### src/shared/cfg_bank_consts.svh
`ifndef CFG_BANK_CONSTS_SVH
`define CFG_BANK_CONSTS_SVH
`define IO_WIN_LO 16'hfc80
`define IO_WIN_HI 16'hfc89
`define OFF_BUS_CTRL 16'hfc80
`define OFF_MEM_CFG1 16'hfc81
`define OFF_MEM_STRAP 16'hfc82
`define OFF_UNLOCK 16'hfc87
`define RST_BUS_CTRL 8'h32
`define RST_MEM_CFG1 8'h00
`define RST_STRAP 8'h00
`define RST_WAIT8 3'h4
`define RST_WAIT16 3'h1
`define RST_WAITROM 3'h3
`define RST_DRAM_WAIT 1'b1
`define WAIT8_BASE 3'h5
`define WAIT16_BASE 3'h3
`define WAITROM_BASE 3'h3
`define MASK_BUS_CTRL 8'h7f
`define MASK_STRAP 8'hf1
`define RAS_TIMEOUT_NS 10000
`define CLK_PERIOD_NS 100
`define RAS_TIMEOUT_CYC (`RAS_TIMEOUT_NS / `CLK_PERIOD_NS)
`endif

### src/shared/cfg_bank_pkg.sv
package cfg_bank_pkg;
  typedef logic [7:0] byte_t;
  typedef logic [15:0] io_addr_t;
  typedef enum logic [1:0] {
    ck_full,
    ck_half,
    ck_quarter,
    ck_alt_half
  } clk_sel_e;
  typedef logic [2:0] wait_t;
endpackage : cfg_bank_pkg

### src/hdl/strap_sync.sv
module strap_sync (
  input wire logic mclk,
  input wire logic [4:0] strap_pins,
  output logic [4:0] strap_sync_q
);
  logic [4:0] meta_ff;
  logic [4:0] sync_ff;
  always_ff @(posedge mclk) begin
    meta_ff <= strap_pins;
    sync_ff <= meta_ff;
  end
  assign strap_sync_q = sync_ff;
endmodule : strap_sync

### src/hdl/clock_gen.sv
`include "cfg_bank_consts.svh"
module clock_gen
  import cfg_bank_pkg::*;
(
  input wire logic mclk,
  input wire logic rst,
  input wire logic [2:0] clk_sel,
  input wire logic alt_tick,
  output logic cpu_clock_out,
  output logic expansion_bus_clock_out
);
  // Enables derived from mclk stand in for the input clock
  logic [2:0] div_ff, nxt_div;
  logic [2:0] sel_ff, nxt_sel;
  logic cpu_ff, nxt_cpu;
  logic bus_ff, nxt_bus;
  logic alt_ff, nxt_alt;
  always_comb begin
    nxt_div = div_ff + 3'h1;
    nxt_sel = sel_ff;
    nxt_alt = alt_tick ? ~alt_ff : alt_ff;
    // Select changes only at the divider wrap, so divider-based outputs restart a whole phase; the select-7 bus clock follows alt_ff
    if (div_ff == 3'h7) begin
      nxt_sel = clk_sel;
    end
    nxt_cpu = sel_ff[2] ? div_ff[0] : div_ff[1];
    case (sel_ff)
      3'h5: nxt_bus = div_ff[1];
      3'h6: nxt_bus = div_ff[2];
      3'h7: nxt_bus = alt_ff;
      default: nxt_bus = div_ff[2];
    endcase
  end
  always_ff @(posedge mclk) begin
    if (rst) begin
      div_ff <= 3'h0;
      sel_ff <= 3'b000;
      cpu_ff <= 1'b0;
      bus_ff <= 1'b0;
      alt_ff <= 1'b0;
    end else begin
      div_ff <= nxt_div;
      sel_ff <= nxt_sel;
      cpu_ff <= nxt_cpu;
      bus_ff <= nxt_bus;
      alt_ff <= nxt_alt;
    end
  end
  assign cpu_clock_out = cpu_ff;
  assign expansion_bus_clock_out = bus_ff;
endmodule : clock_gen

### src/hdl/config_register_bank.sv
// Behaviour
// [RL1] Reserved bits read zero, ignore writes
// [RL2] Decode IO window FC80h to FC89h
// [RL3] Access to FC87h sets unlock flag
// [RL4] Reset or next access clears flag
// [RL5] Locked accesses denied, writes ignored
// [RL6] Bits 6-5 give 8-bit waits 5..2
// [RL7] Bits 4-3 give 16-bit waits 3..0
// [RL8] Bits 2-0 select cpu/bus clocks
// [RL9] Clock switch without glitches
// [RL10] Config1 bit7 selects page interleave
// [RL11] Relocation bit remaps BIOS-area DRAM
// [RL12] Software keeps relocation off when unsafe
// [RL13] Bits 5-3 select bank organisation
// [RL14] Bit2 zero adds one DRAM wait
// [RL15] Bits 1-0 give ROM waits 3..0
// [RL16] Shadowed BIOS uses DRAM wait setting
// [RL17] Straps sampled into bits 7-4,0 at reset
// [RL18] Strap register read only until reset
// [RL19] Strap7 advanced interleave, page mode only
// [RL20] Strap6 selects 8-bit BIOS ROM
// [RL21] Strap5 zero limits row strobe to 10us
// [RL22] Conventional mode releases row strobe each access
`include "cfg_bank_consts.svh"
module config_register_bank
  import cfg_bank_pkg::*;
(
  input wire logic mclk,
  input wire logic rst,
  input wire cfg_bank_pkg::io_addr_t io_addr,
  input wire logic io_rd,
  input wire logic io_wr,
  input wire logic mem_access,
  input wire cfg_bank_pkg::byte_t io_wdata,
  input wire logic dma_ack_ch6_strap,
  input wire logic dma_ack_ch5_strap,
  input wire logic dma_ack_ch3_strap,
  input wire logic dma_ack_ch2_strap,
  input wire logic dma_ack_ch0_strap,
  input wire logic alt_bus_tick,
  input wire logic bios_shadowed,
  input wire logic row_active,
  input wire logic mem_cycle_end,
  output cfg_bank_pkg::byte_t io_rdata,
  output logic io_rdata_valid,
  output logic cpu_clock_out,
  output logic expansion_bus_clock_out,
  output cfg_bank_pkg::wait_t wait_8bit,
  output cfg_bank_pkg::wait_t wait_16bit,
  output cfg_bank_pkg::wait_t wait_rom,
  output logic dram_wait,
  output logic page_interleave,
  output logic advanced_interleave,
  output logic relocate_bios_ram,
  output logic [2:0] bank_org,
  output logic rom_8bit,
  output logic ras_release
);
  import cfg_bank_pkg::*;

  // Last count before the row strobe time-out, cut to the counter width
  localparam logic [6:0] ras_last = 7'(`RAS_TIMEOUT_CYC - 1);

  // Each code step removes one wait from the base count
  function automatic wait_t waits_of(input logic [1:0] code, input logic [2:0] base);
    waits_of = base - {1'b0, code};
  endfunction : waits_of

  function automatic logic addr_is(input io_addr_t addr, input io_addr_t off);
    addr_is = (addr == off);
  endfunction : addr_is

  // Strap pins land in bits 7-4 and bit 0; bits 3-1 are hardwired low
  function automatic byte_t strap_pack(input logic [4:0] pins);
    strap_pack = {pins[4:1], 3'h0, pins[0]} & `MASK_STRAP;
  endfunction : strap_pack

  // Row strobe has stood for the whole page-mode time-out
  function automatic logic ras_expired(input logic [6:0] cnt);
    ras_expired = (cnt >= ras_last);
  endfunction : ras_expired

  logic [4:0] strap_q;
  logic strap_take_ff, nxt_strap_take;
  logic unlock_ff, nxt_unlock;
  byte_t bus_ctrl_ff, nxt_bus_ctrl;
  byte_t cfg1_ff, nxt_cfg1;
  byte_t strap_ff, nxt_strap;
  byte_t rdata_ff, nxt_rdata;
  logic rvalid_ff, nxt_rvalid;
  wait_t w8_ff, w16_ff, wrom_ff;
  wait_t nxt_w8, nxt_w16, nxt_wrom;
  logic dw_ff, pi_ff, ai_ff, rel_ff, r8_ff, rr_ff;
  logic nxt_dw, nxt_pi, nxt_ai, nxt_rel, nxt_r8, nxt_rr;
  logic [2:0] org_ff, nxt_org;
  logic [6:0] ras_cnt_ff, nxt_ras_cnt;
  logic in_win, is_unlock, any_acc, granted;

  // Straps are pins: two flip-flops before any logic reads them
  strap_sync u_strap_sync (
    .mclk(mclk),
    .strap_pins({dma_ack_ch6_strap, dma_ack_ch5_strap, dma_ack_ch3_strap,
                 dma_ack_ch2_strap, dma_ack_ch0_strap}),
    .strap_sync_q(strap_q)
  );

  // Clock outputs are enable-rate divisions of mclk, except the select-7 bus clock, which follows alt_bus_tick
  clock_gen u_clock_gen (
    .mclk(mclk),
    .rst(rst),
    .clk_sel(bus_ctrl_ff[2:0]),
    .alt_tick(alt_bus_tick),
    .cpu_clock_out(cpu_clock_out),
    .expansion_bus_clock_out(expansion_bus_clock_out)
  ); // [RL8] [RL9]

  // Unlock flag: set by an access to the unlock address, cleared by the next access
  always_comb begin
    in_win = (io_addr >= `IO_WIN_LO) && (io_addr <= `IO_WIN_HI); // [RL2]
    is_unlock = in_win && addr_is(io_addr, `OFF_UNLOCK);
    any_acc = io_rd || io_wr || mem_access;
    granted = unlock_ff && in_win && !is_unlock; // [RL5]
    nxt_unlock = unlock_ff;
    if (any_acc) begin
      nxt_unlock = (io_rd || io_wr) && is_unlock; // [RL3] [RL4]
    end
  end

  always_ff @(posedge mclk) begin
    if (rst) begin
      unlock_ff <= 1'b0;
    end else begin
      unlock_ff <= nxt_unlock;
    end
  end

  // Writable registers take data only on a granted write
  always_comb begin
    nxt_bus_ctrl = bus_ctrl_ff;
    nxt_cfg1 = cfg1_ff;
    if (io_wr && granted) begin
      if (addr_is(io_addr, `OFF_BUS_CTRL)) begin
        nxt_bus_ctrl = io_wdata & `MASK_BUS_CTRL; // [RL1]
      end
      if (addr_is(io_addr, `OFF_MEM_CFG1)) begin
        nxt_cfg1 = io_wdata;
      end
    end
  end

  always_ff @(posedge mclk) begin
    if (rst) begin
      bus_ctrl_ff <= `RST_BUS_CTRL;
      cfg1_ff <= `RST_MEM_CFG1;
    end else begin
      bus_ctrl_ff <= nxt_bus_ctrl;
      cfg1_ff <= nxt_cfg1;
    end
  end

  // Strap register is loaded only just after reset, never by writes
  always_comb begin
    nxt_strap_take = 1'b0;
    nxt_strap = strap_ff;
    if (strap_take_ff) begin
      nxt_strap = strap_pack(strap_q); // [RL17] [RL18]
    end
  end

  always_ff @(posedge mclk) begin
    if (rst) begin
      strap_take_ff <= 1'b1;
      strap_ff <= `RST_STRAP;
    end else begin
      strap_take_ff <= nxt_strap_take;
      strap_ff <= nxt_strap;
    end
  end

  // Read data stand for one cycle; unused window addresses read zero
  always_comb begin
    nxt_rdata = 8'h00;
    nxt_rvalid = 1'b0;
    if (io_rd && granted) begin
      nxt_rvalid = 1'b1;
      case (io_addr)
        `OFF_BUS_CTRL: nxt_rdata = bus_ctrl_ff;
        `OFF_MEM_CFG1: nxt_rdata = cfg1_ff;
        `OFF_MEM_STRAP: nxt_rdata = strap_ff;
        default: nxt_rdata = 8'h00;
      endcase
    end
  end

  always_ff @(posedge mclk) begin
    if (rst) begin
      rdata_ff <= 8'h00;
      rvalid_ff <= 1'b0;
    end else begin
      rdata_ff <= nxt_rdata;
      rvalid_ff <= nxt_rvalid;
    end
  end

  // Expansion bus wait counts
  always_comb begin
    nxt_w8 = waits_of(bus_ctrl_ff[6:5], `WAIT8_BASE); // [RL6]
    nxt_w16 = waits_of(bus_ctrl_ff[4:3], `WAIT16_BASE); // [RL7]
  end

  always_ff @(posedge mclk) begin
    if (rst) begin
      w8_ff <= `RST_WAIT8;
      w16_ff <= `RST_WAIT16;
    end else begin
      w8_ff <= nxt_w8;
      w16_ff <= nxt_w16;
    end
  end

  // Memory settings, registered so every output comes from a flip-flop
  always_comb begin
    nxt_wrom = waits_of(cfg1_ff[1:0], `WAITROM_BASE); // [RL15]
    if (bios_shadowed) begin
      nxt_wrom = {2'h0, ~cfg1_ff[2]}; // [RL16]
    end
    nxt_dw = ~cfg1_ff[2]; // [RL14]
    nxt_pi = cfg1_ff[7]; // [RL10]
    nxt_ai = cfg1_ff[7] & strap_ff[7]; // [RL19]
    nxt_rel = cfg1_ff[6]; // [RL11]
    nxt_org = cfg1_ff[5:3]; // [RL13]
    nxt_r8 = strap_ff[6]; // [RL20]
  end

  always_ff @(posedge mclk) begin
    if (rst) begin
      wrom_ff <= `RST_WAITROM;
      dw_ff <= `RST_DRAM_WAIT;
      pi_ff <= 1'b0;
      ai_ff <= 1'b0;
      rel_ff <= 1'b0;
      org_ff <= 3'h0;
      r8_ff <= 1'b0;
    end else begin
      wrom_ff <= nxt_wrom;
      dw_ff <= nxt_dw;
      pi_ff <= nxt_pi;
      ai_ff <= nxt_ai;
      rel_ff <= nxt_rel;
      org_ff <= nxt_org;
      r8_ff <= nxt_r8;
    end
  end

  // Row strobe counter saturates so a long page keeps the release asserted
  always_comb begin
    nxt_ras_cnt = 7'h00;
    if (row_active) begin
      nxt_ras_cnt = (ras_cnt_ff == 7'h7f) ? ras_cnt_ff : ras_cnt_ff + 7'h01;
    end
  end

  always_ff @(posedge mclk) begin
    if (rst) begin
      ras_cnt_ff <= 7'h00;
    end else begin
      ras_cnt_ff <= nxt_ras_cnt;
    end
  end

  // Row strobe release: every access in conventional mode, time-out in page mode only while strap bit 5 is low
  always_comb begin
    nxt_rr = 1'b0;
    if (!cfg1_ff[7]) begin
      nxt_rr = mem_cycle_end; // [RL22]
    end else if (!strap_ff[5] && row_active && ras_expired(ras_cnt_ff)) begin
      nxt_rr = 1'b1; // [RL21]
    end
  end

  always_ff @(posedge mclk) begin
    if (rst) begin
      rr_ff <= 1'b0;
    end else begin
      rr_ff <= nxt_rr;
    end
  end

  assign io_rdata = rdata_ff;
  assign io_rdata_valid = rvalid_ff;
  assign wait_8bit = w8_ff;
  assign wait_16bit = w16_ff;
  assign wait_rom = wrom_ff;
  assign dram_wait = dw_ff;
  assign page_interleave = pi_ff;
  assign advanced_interleave = ai_ff;
  assign relocate_bios_ram = rel_ff;
  assign bank_org = org_ff;
  assign rom_8bit = r8_ff;
  assign ras_release = rr_ff;
endmodule : config_register_bank

### config.mk
export PLATFORM = sky130hd
export DESIGN_NAME = config_register_bank
export DESIGN_NICKNAME = d
export VERILOG_FILES = /design/src/shared/cfg_bank_pkg.sv /design/src/hdl/strap_sync.sv /design/src/hdl/clock_gen.sv /design/src/hdl/config_register_bank.sv
export VERILOG_INCLUDE_DIRS = /design/src /design/src/shared
export SDC_FILE = /design/constraint.sdc
export NUM_CORES = 1
export LEC_CHECK = 0
export ABC_CLOCK_PERIOD_IN_PS = 4800
export CAP_MARGIN = 20
export CORE_AREA = 5 5 100 102
export DETAILED_ROUTE_END_ITERATION = 6
export DIE_AREA = 0 0 105 107
export DONT_BUFFER_PORTS = 1
export HOLD_SLACK_MARGIN = 0.08
export MAX_ROUTING_LAYER = met4
export PLACE_DENSITY_LB_ADDON = 0.15
export RECOVER_POWER = 50
export SLEW_MARGIN = 20
export SYNTH_ARGS = -nofsm -noshare
export SYNTH_HDL_FRONTEND = slang
export SYNTH_HIERARCHICAL = 1
export SYNTH_SLANG_ARGS = --single-unit
export TNS_END_PERCENT = 30
### constraint.sdc
create_clock -name mclk -period 4.8 [get_ports mclk]
set_clock_uncertainty 0.05 [all_clocks]
set_input_delay 0.96 -clock mclk [delete_from_list [all_inputs] [get_ports mclk]]
set_output_delay 0.96 -clock mclk [all_outputs]
set_load 0.005 [all_outputs]
After elaboration in Yosys (flattened, before gate mapping)
Cells that the tools add are included.
W data, S select, Z words.
{"block": "totals", "elab_cells": 73, "out_inout_bits": 29, "regBits": 75, "inputBits": 38}
{"block": "classes", "reduce_logical": 18, "magnitude_cmp": 3, "n_eq_ne": 8, "bitwise_logic": 5, "n_mux": 8, "n_addsub": 5}
{"operator": "$eq A16 B16 Y1 const B", "count": 4}
{"operator": "$pmux W8 S3", "count": 1}
{"operator": "$ge A16 B16 Y1 const B", "count": 1}
{"operator": "$le A16 B16 Y1 const B", "count": 1}
{"operator": "$eq A3 B3 Y1 const B", "count": 3}
{"operator": "$logic_and A1 B1 Y1", "count": 9}
{"operator": "$add A7 B1 Y7 const B", "count": 1}
{"operator": "$eq A7 B7 Y1 const B", "count": 1}
{"operator": "$ge A7 B7 Y1 const B", "count": 1}
{"operator": "$reduce_or A2 Y1", "count": 3}
{"operator": "$sub A2 B2 Y3 const A", "count": 2}
{"operator": "$mux W1", "count": 5}
{"operator": "$not A1 Y1", "count": 4}
{"operator": "$reduce_and A2 Y1", "count": 2}
{"operator": "$add A3 B1 Y3 const B", "count": 1}
{"operator": "$sub A3 B2 Y3 const A", "count": 1}
{"operator": "$logic_not A1 Y1", "count": 2}
{"operator": "$logic_or A1 B1 Y1", "count": 2}
{"operator": "$mux W2", "count": 1}
{"operator": "$pmux W1 S2", "count": 1}
{"operator": "$and A1 B1 Y1", "count": 1}

Longest topological paths before layout
{"block": "depth", "ltp_word": 8, "ltp_mapped": 6, "depth_no_buf": 5}

Cells and area by module
The synthesis kept the hierarchy.
{"mod": "config_register_bank", "cells_each": 210, "area_each_um2": 2130.8, "seq_area_each_um2": 1081.0, "instances": 1}
{"mod": "clock_gen", "cells_each": 28, "area_each_um2": 316.6, "seq_area_each_um2": 180.2, "instances": 1}
{"mod": "strap_sync", "cells_each": 10, "area_each_um2": 200.2, "seq_area_each_um2": 200.2, "instances": 1}

Least setup slack after synthesis
OpenSTA, ideal clock, no wires.
{"block": "synth_path", "path_type": "input-to-reg", "start": "input io_addr[1]", "end": "register cfg1_ff[4]", "setup_slack_ns": 2.479, "cell_stages": 6, "n_path_buf": 2, "t_arrival_ns": 2.150, "required_time_ns": 4.629, "setup_ns": 0.121, "cell_sequence": "buf_2 nor2b_4 nor3b_4 and3_1 buf_6 mux2_4"}
{"block": "synth_between", "elab_chain_len": 7, "word_cells_on_any_way": 11, "cone_classes": "order compare: 2; eq/ne: 2; reduce/logical: 7"}
{"item": "from (decl)", "line": "config_register_bank.sv:30", "rtl": "input wire cfg_bank_pkg::io_addr_t io_addr,"}
{"item": "$ge A16 B16 Y1 (no source line) / $le A16 B16 Y1 (equally long branches)"}
{"item": "$logic_and A1 B1 Y1", "line": "config_register_bank.sv:119", "rtl": "in_win = (io_addr >= `IO_WIN_LO) && (io_addr <= `IO_WIN_HI);"}
{"item": "$logic_and A1 B1 Y1", "line": "config_register_bank.sv:120", "rtl": "is_unlock = in_win && addr_is(io_addr, `OFF_UNLOCK);"}
{"item": "$logic_not A1 Y1", "line": "config_register_bank.sv:122", "rtl": "granted = unlock_ff && in_win && !is_unlock;"}
{"item": "$logic_and A1 B1 Y1", "line": "config_register_bank.sv:122"}
{"item": "$logic_and A1 B1 Y1", "line": "config_register_bank.sv:141", "rtl": "if (io_wr && granted) begin"}
{"item": "$reduce_and A2 Y1 (no source line) (*)"}
{"item": "to (signal assigned)", "line": "config_register_bank.sv:154", "rtl": "cfg1_ff <= `RST_MEM_CFG1;"}
{"item": "to (signal assigned)", "line": "config_register_bank.sv:157", "rtl": "cfg1_ff <= nxt_cfg1;"}
{"item": "to (decl)", "line": "config_register_bank.sv:87", "rtl": "byte_t cfg1_ff, nxt_cfg1;"}
Mark *: on every way between the ends. The rest lies on a longest branch, timed or not.
A chain may end at the register's enable or synchronous reset.

Worst setup path after layout
{"block": "layout_path", "start": "input io_addr[4]", "end": "register cfg1_ff[5]"}
Same word-level chain as after synthesis.

==> summary.txt <==
CTS
  – CTS Buf Count: 9
  – Root Driver: clkbuf_8
  – CTS Sinks: 73
  – H-tree depth: 3
  – CTS tree: built
  – Bufs on Longest Clock Path: 2
  – Hold-fix buffers at CTS: 0
  – Worst skew pair latency: 0.34 ns
  – Post-CTS Resized: 0
  – Post-CTS Setup Bufs: 0
  – Clock slew at reported path FFs: 0.07 ns

Floorplan
  – Vert. Die Dim: 107 um
  – Initial Util: 29.3%
  – I/O Pins: 67
  – Core area: 9020 um2
  – Die area: 11200 um2
  – Cell Rows: 35
  – DIE WIDTH: 105 um

Route
  – Final ANT Viol Nets: 0
  – DRC viols: 0
  – Via count: 1686
  – Initial DRC Count: 85
  – Drt total wl: 5.95 mm
  – Via/cell ratio: 4.61
  – DR pass1 iterations: 4
  – DR WL/cell: 16.2 um

Synth
  – Yosys top cell area share: 55.2%
  – Syn avg cell area: 10.7 um2
  – Synthesized area: 2650 um2
  – Compound-Gate Fraction of Synth Area: 6.24%
  – Cells after synthesis: 248
  – Post-Synth Adder-Cell Area: 1.42%
  – Synth Register Bits: 73
  – Xor/xnor cell area share of the yosys netlist: 0.992%
  – Synth Flop Type: dfxtp_1
  – Dominant cell type by area after synthesis: dfxtp_1
  – Main combinational cell family by area after synthesis: simple AND/OR/NAND/NOR gates
  – Synth Area in Simple Gates: 21.7%
  – Number of flops mapped to enable cells by yosys: 0
  – Async SR Flop Fraction: 0%
  – Ys Warns: 6
  – Post-synthesis sequential area ratio: 55.2%
  – Post-synth cell types: 46
  – Synth top area cells: dfxtp_1 55%, mux2i_1 9.8%, nor2_1 4.4%
  – Mux contribution to synthesized area: 11.5%

Global routing
  – Met2 usage: 15.2%
  – Antenna violations before repair: 0
  – Grt ovf: 0
  – GR Util met3: 4.46%
  – Busiest grt layer: met2
  – Vias in the first global route: 1676
  – Global-route met1 utilization: 15.0%
  – Largest net degree at the start of global routing: 50
  – GRT Util Overall: 11.3%
  – Global-route wire length before repair: 9.44 mm

Timing
  – Fin worst setup slack: 2.39 ns
  – Peak Freq: 416 MHz
  – Slew @ Worst Pin: 0.687 ns
  – Final Hold Vio Count: 0
  – Minimum clock period: 2.41 ns
  – RSZ-0062 raised after global routing: no
  – Final Max Slew Viols: 0
  – Final period utilization: 50.1%
  – Final setup vio count: 0
  – TNS Setup: 0 ns
  – Worst hold margin: 0.283 ns
  – Max-Slew Margin vs Limit: 53.8%

Worst setup path
  – Crit path DAT: 2.58 ns
  – Crit. End Element: register
  – Crit path required time: 4.97 ns
  – CP startpoint kind: input port
  – Critical path type: input port to register
  – Worst-path fanout max: 6

Final layout
  – # nets final: 291
  – N_diodes: 0
  – Synthesis-to-layout area growth: 11.4%
  – Fillcell total: 926
  – Share of cells above drive strength 1: 9.80%

Placed design
  – Routability cong.: 0.703
  – DP Worst Slack: 2.27 ns
  – Buffers added on ports: 0
  – Post-detail-place hpwl: 4.19 mm

Power and ir drop
  – Leakage: 1.16 nW
  – Sw Pwr: 0.246 mW
  – Comb power frac: 2.4%
  – Flop pwr share: 52.0%
  – Clock network fraction of total power: 45.6%
  – Max IR drop VDD: 0.130 mV
  – PwrDens: 408 nW/um2
  – Sw frac: 20.4%
  – Internal: 0.958 mW

Worst hold path
  – Hold Crit Class: register to register

Run
  – Maxcap violations: 0

Outcome
  – Outcome: finished, final reports clean
[flip-flops by register name (all words and copies together) (netlist names), 2 cells and up]
name                       cells
wait_16bit                     2
u_strap_sync/strap_sync_q      5
strap_ff                       5
wait_rom                       2
u_clock_gen/sel_ff             3
bank_org                       3
wait_8bit                      3
bus_ctrl_ff                    7
cfg1_ff                        8
u_strap_sync/meta_ff           5
u_clock_gen/div_ff             3
ras_cnt_ff                     7
io_rdata                       8
[synthesized netlist by cell type, types with 2 or more instances]
cell      instances
xor2_1            2
nor2_1           31
buf_4             2
nand4_1           3
a21oi_1           7
nand2_1           9
mux2_4            3
a22oi_1           3
nor4_1            2
nor2b_1           9
clkbuf_1          6
mux2i_1          26
o21ai_0           9
and4_1            3
nand2b_1         14
ha_1              3
nand3_1           5
dfxtp_1          73
and3_1            2
and2_1            6
inv_1             5
[layer usage]
metal	vias up	wire length (um)
met5	-	0
li1	851	-
met3	9	395
met2	43	2540
met1	783	2900
met4	0	105
[path summary, 6_finish.rpt]
kind	slack (ns)	from	cells after the start	endpoint
max reg2reg	3.21	unlock_ff$_SDFFE_PP0P_	3	cfg1_ff[5]$_SDFFE_PP0P_
min	0.28	u_strap_sync/meta_ff[2]$_DFF_P_	0	u_strap_sync/strap_sync_q[2]$_DFF_P_
min reg2reg	0.28	u_strap_sync/meta_ff[2]$_DFF_P_	0	u_strap_sync/strap_sync_q[2]$_DFF_P_
max	2.39	io_addr[4]	4	cfg1_ff[5]$_SDFFE_PP0P_
[metrics by stage]
step	cells	cell area, um2	utilization, %	total power, mW
after global routing	366	2950	32.7	1.26
after global placement	350	2740	30.3	0.670
final	366	2950	32.7	1.20
after floorplan	249	2650	-	0.671
after CTS	366	2970	32.9	1.23
after detailed placement	350	2740	30.3	0.671
[power by group through the flow]
stage / registers, mW / clock network [mW] / logic, mW
2_1_floorplan: 0.638 / 0 / 0.0336
3_3_place_gp: 0.641 / 0 / 0.0294
3_5_place_dp: 0.641 / 0 / 0.0297
4_1_cts: 0.627 / 0.570 / 0.0298
5_1_grt: 0.628 / 0.600 / 0.0327
6_report: 0.627 / 0.549 / 0.0286
[critical path, stage by stage]
cell     delay, ns
nor4b_1       0.50
and4_1        0.33
and3_1        0.45
mux2_4        0.33
[cell families after synthesis]
family                   after synthesis
AO/OA/AOI/OAI                         27
XOR/XNOR                               3
adder cells (fa/ha/maj)                3
buffers and inverters                 15
flip-flops                            73
multiplexers                          29
other                                  1
AND/OR/NAND/NOR                       97
[cell usage in the layout (no fill, tap or decap), types with 7 or more instances in the layout]
master	netlist	routed
dfxtp_1	73	73
nor2_1	31	31
mux2i_1	26	26
nand2b_1	14	14
clkbuf_8	0	11
nor2b_1	9	9
nand2_1	9	9
o21ai_0	9	9
a21oi_1	7	7
[area by class of cell]
cell class	instances	area [um2]	share of cell area [%]
multi-input cells	161	1100	37.4
well taps	111	139	4.71
inverters	5	18.8	0.636
clock inverters	4	73.8	2.50
clock buffers	12	155	5.26
flip-flops and latches	73	1460	49.5
No activity file was read; power rests on OpenSTA's default activity.
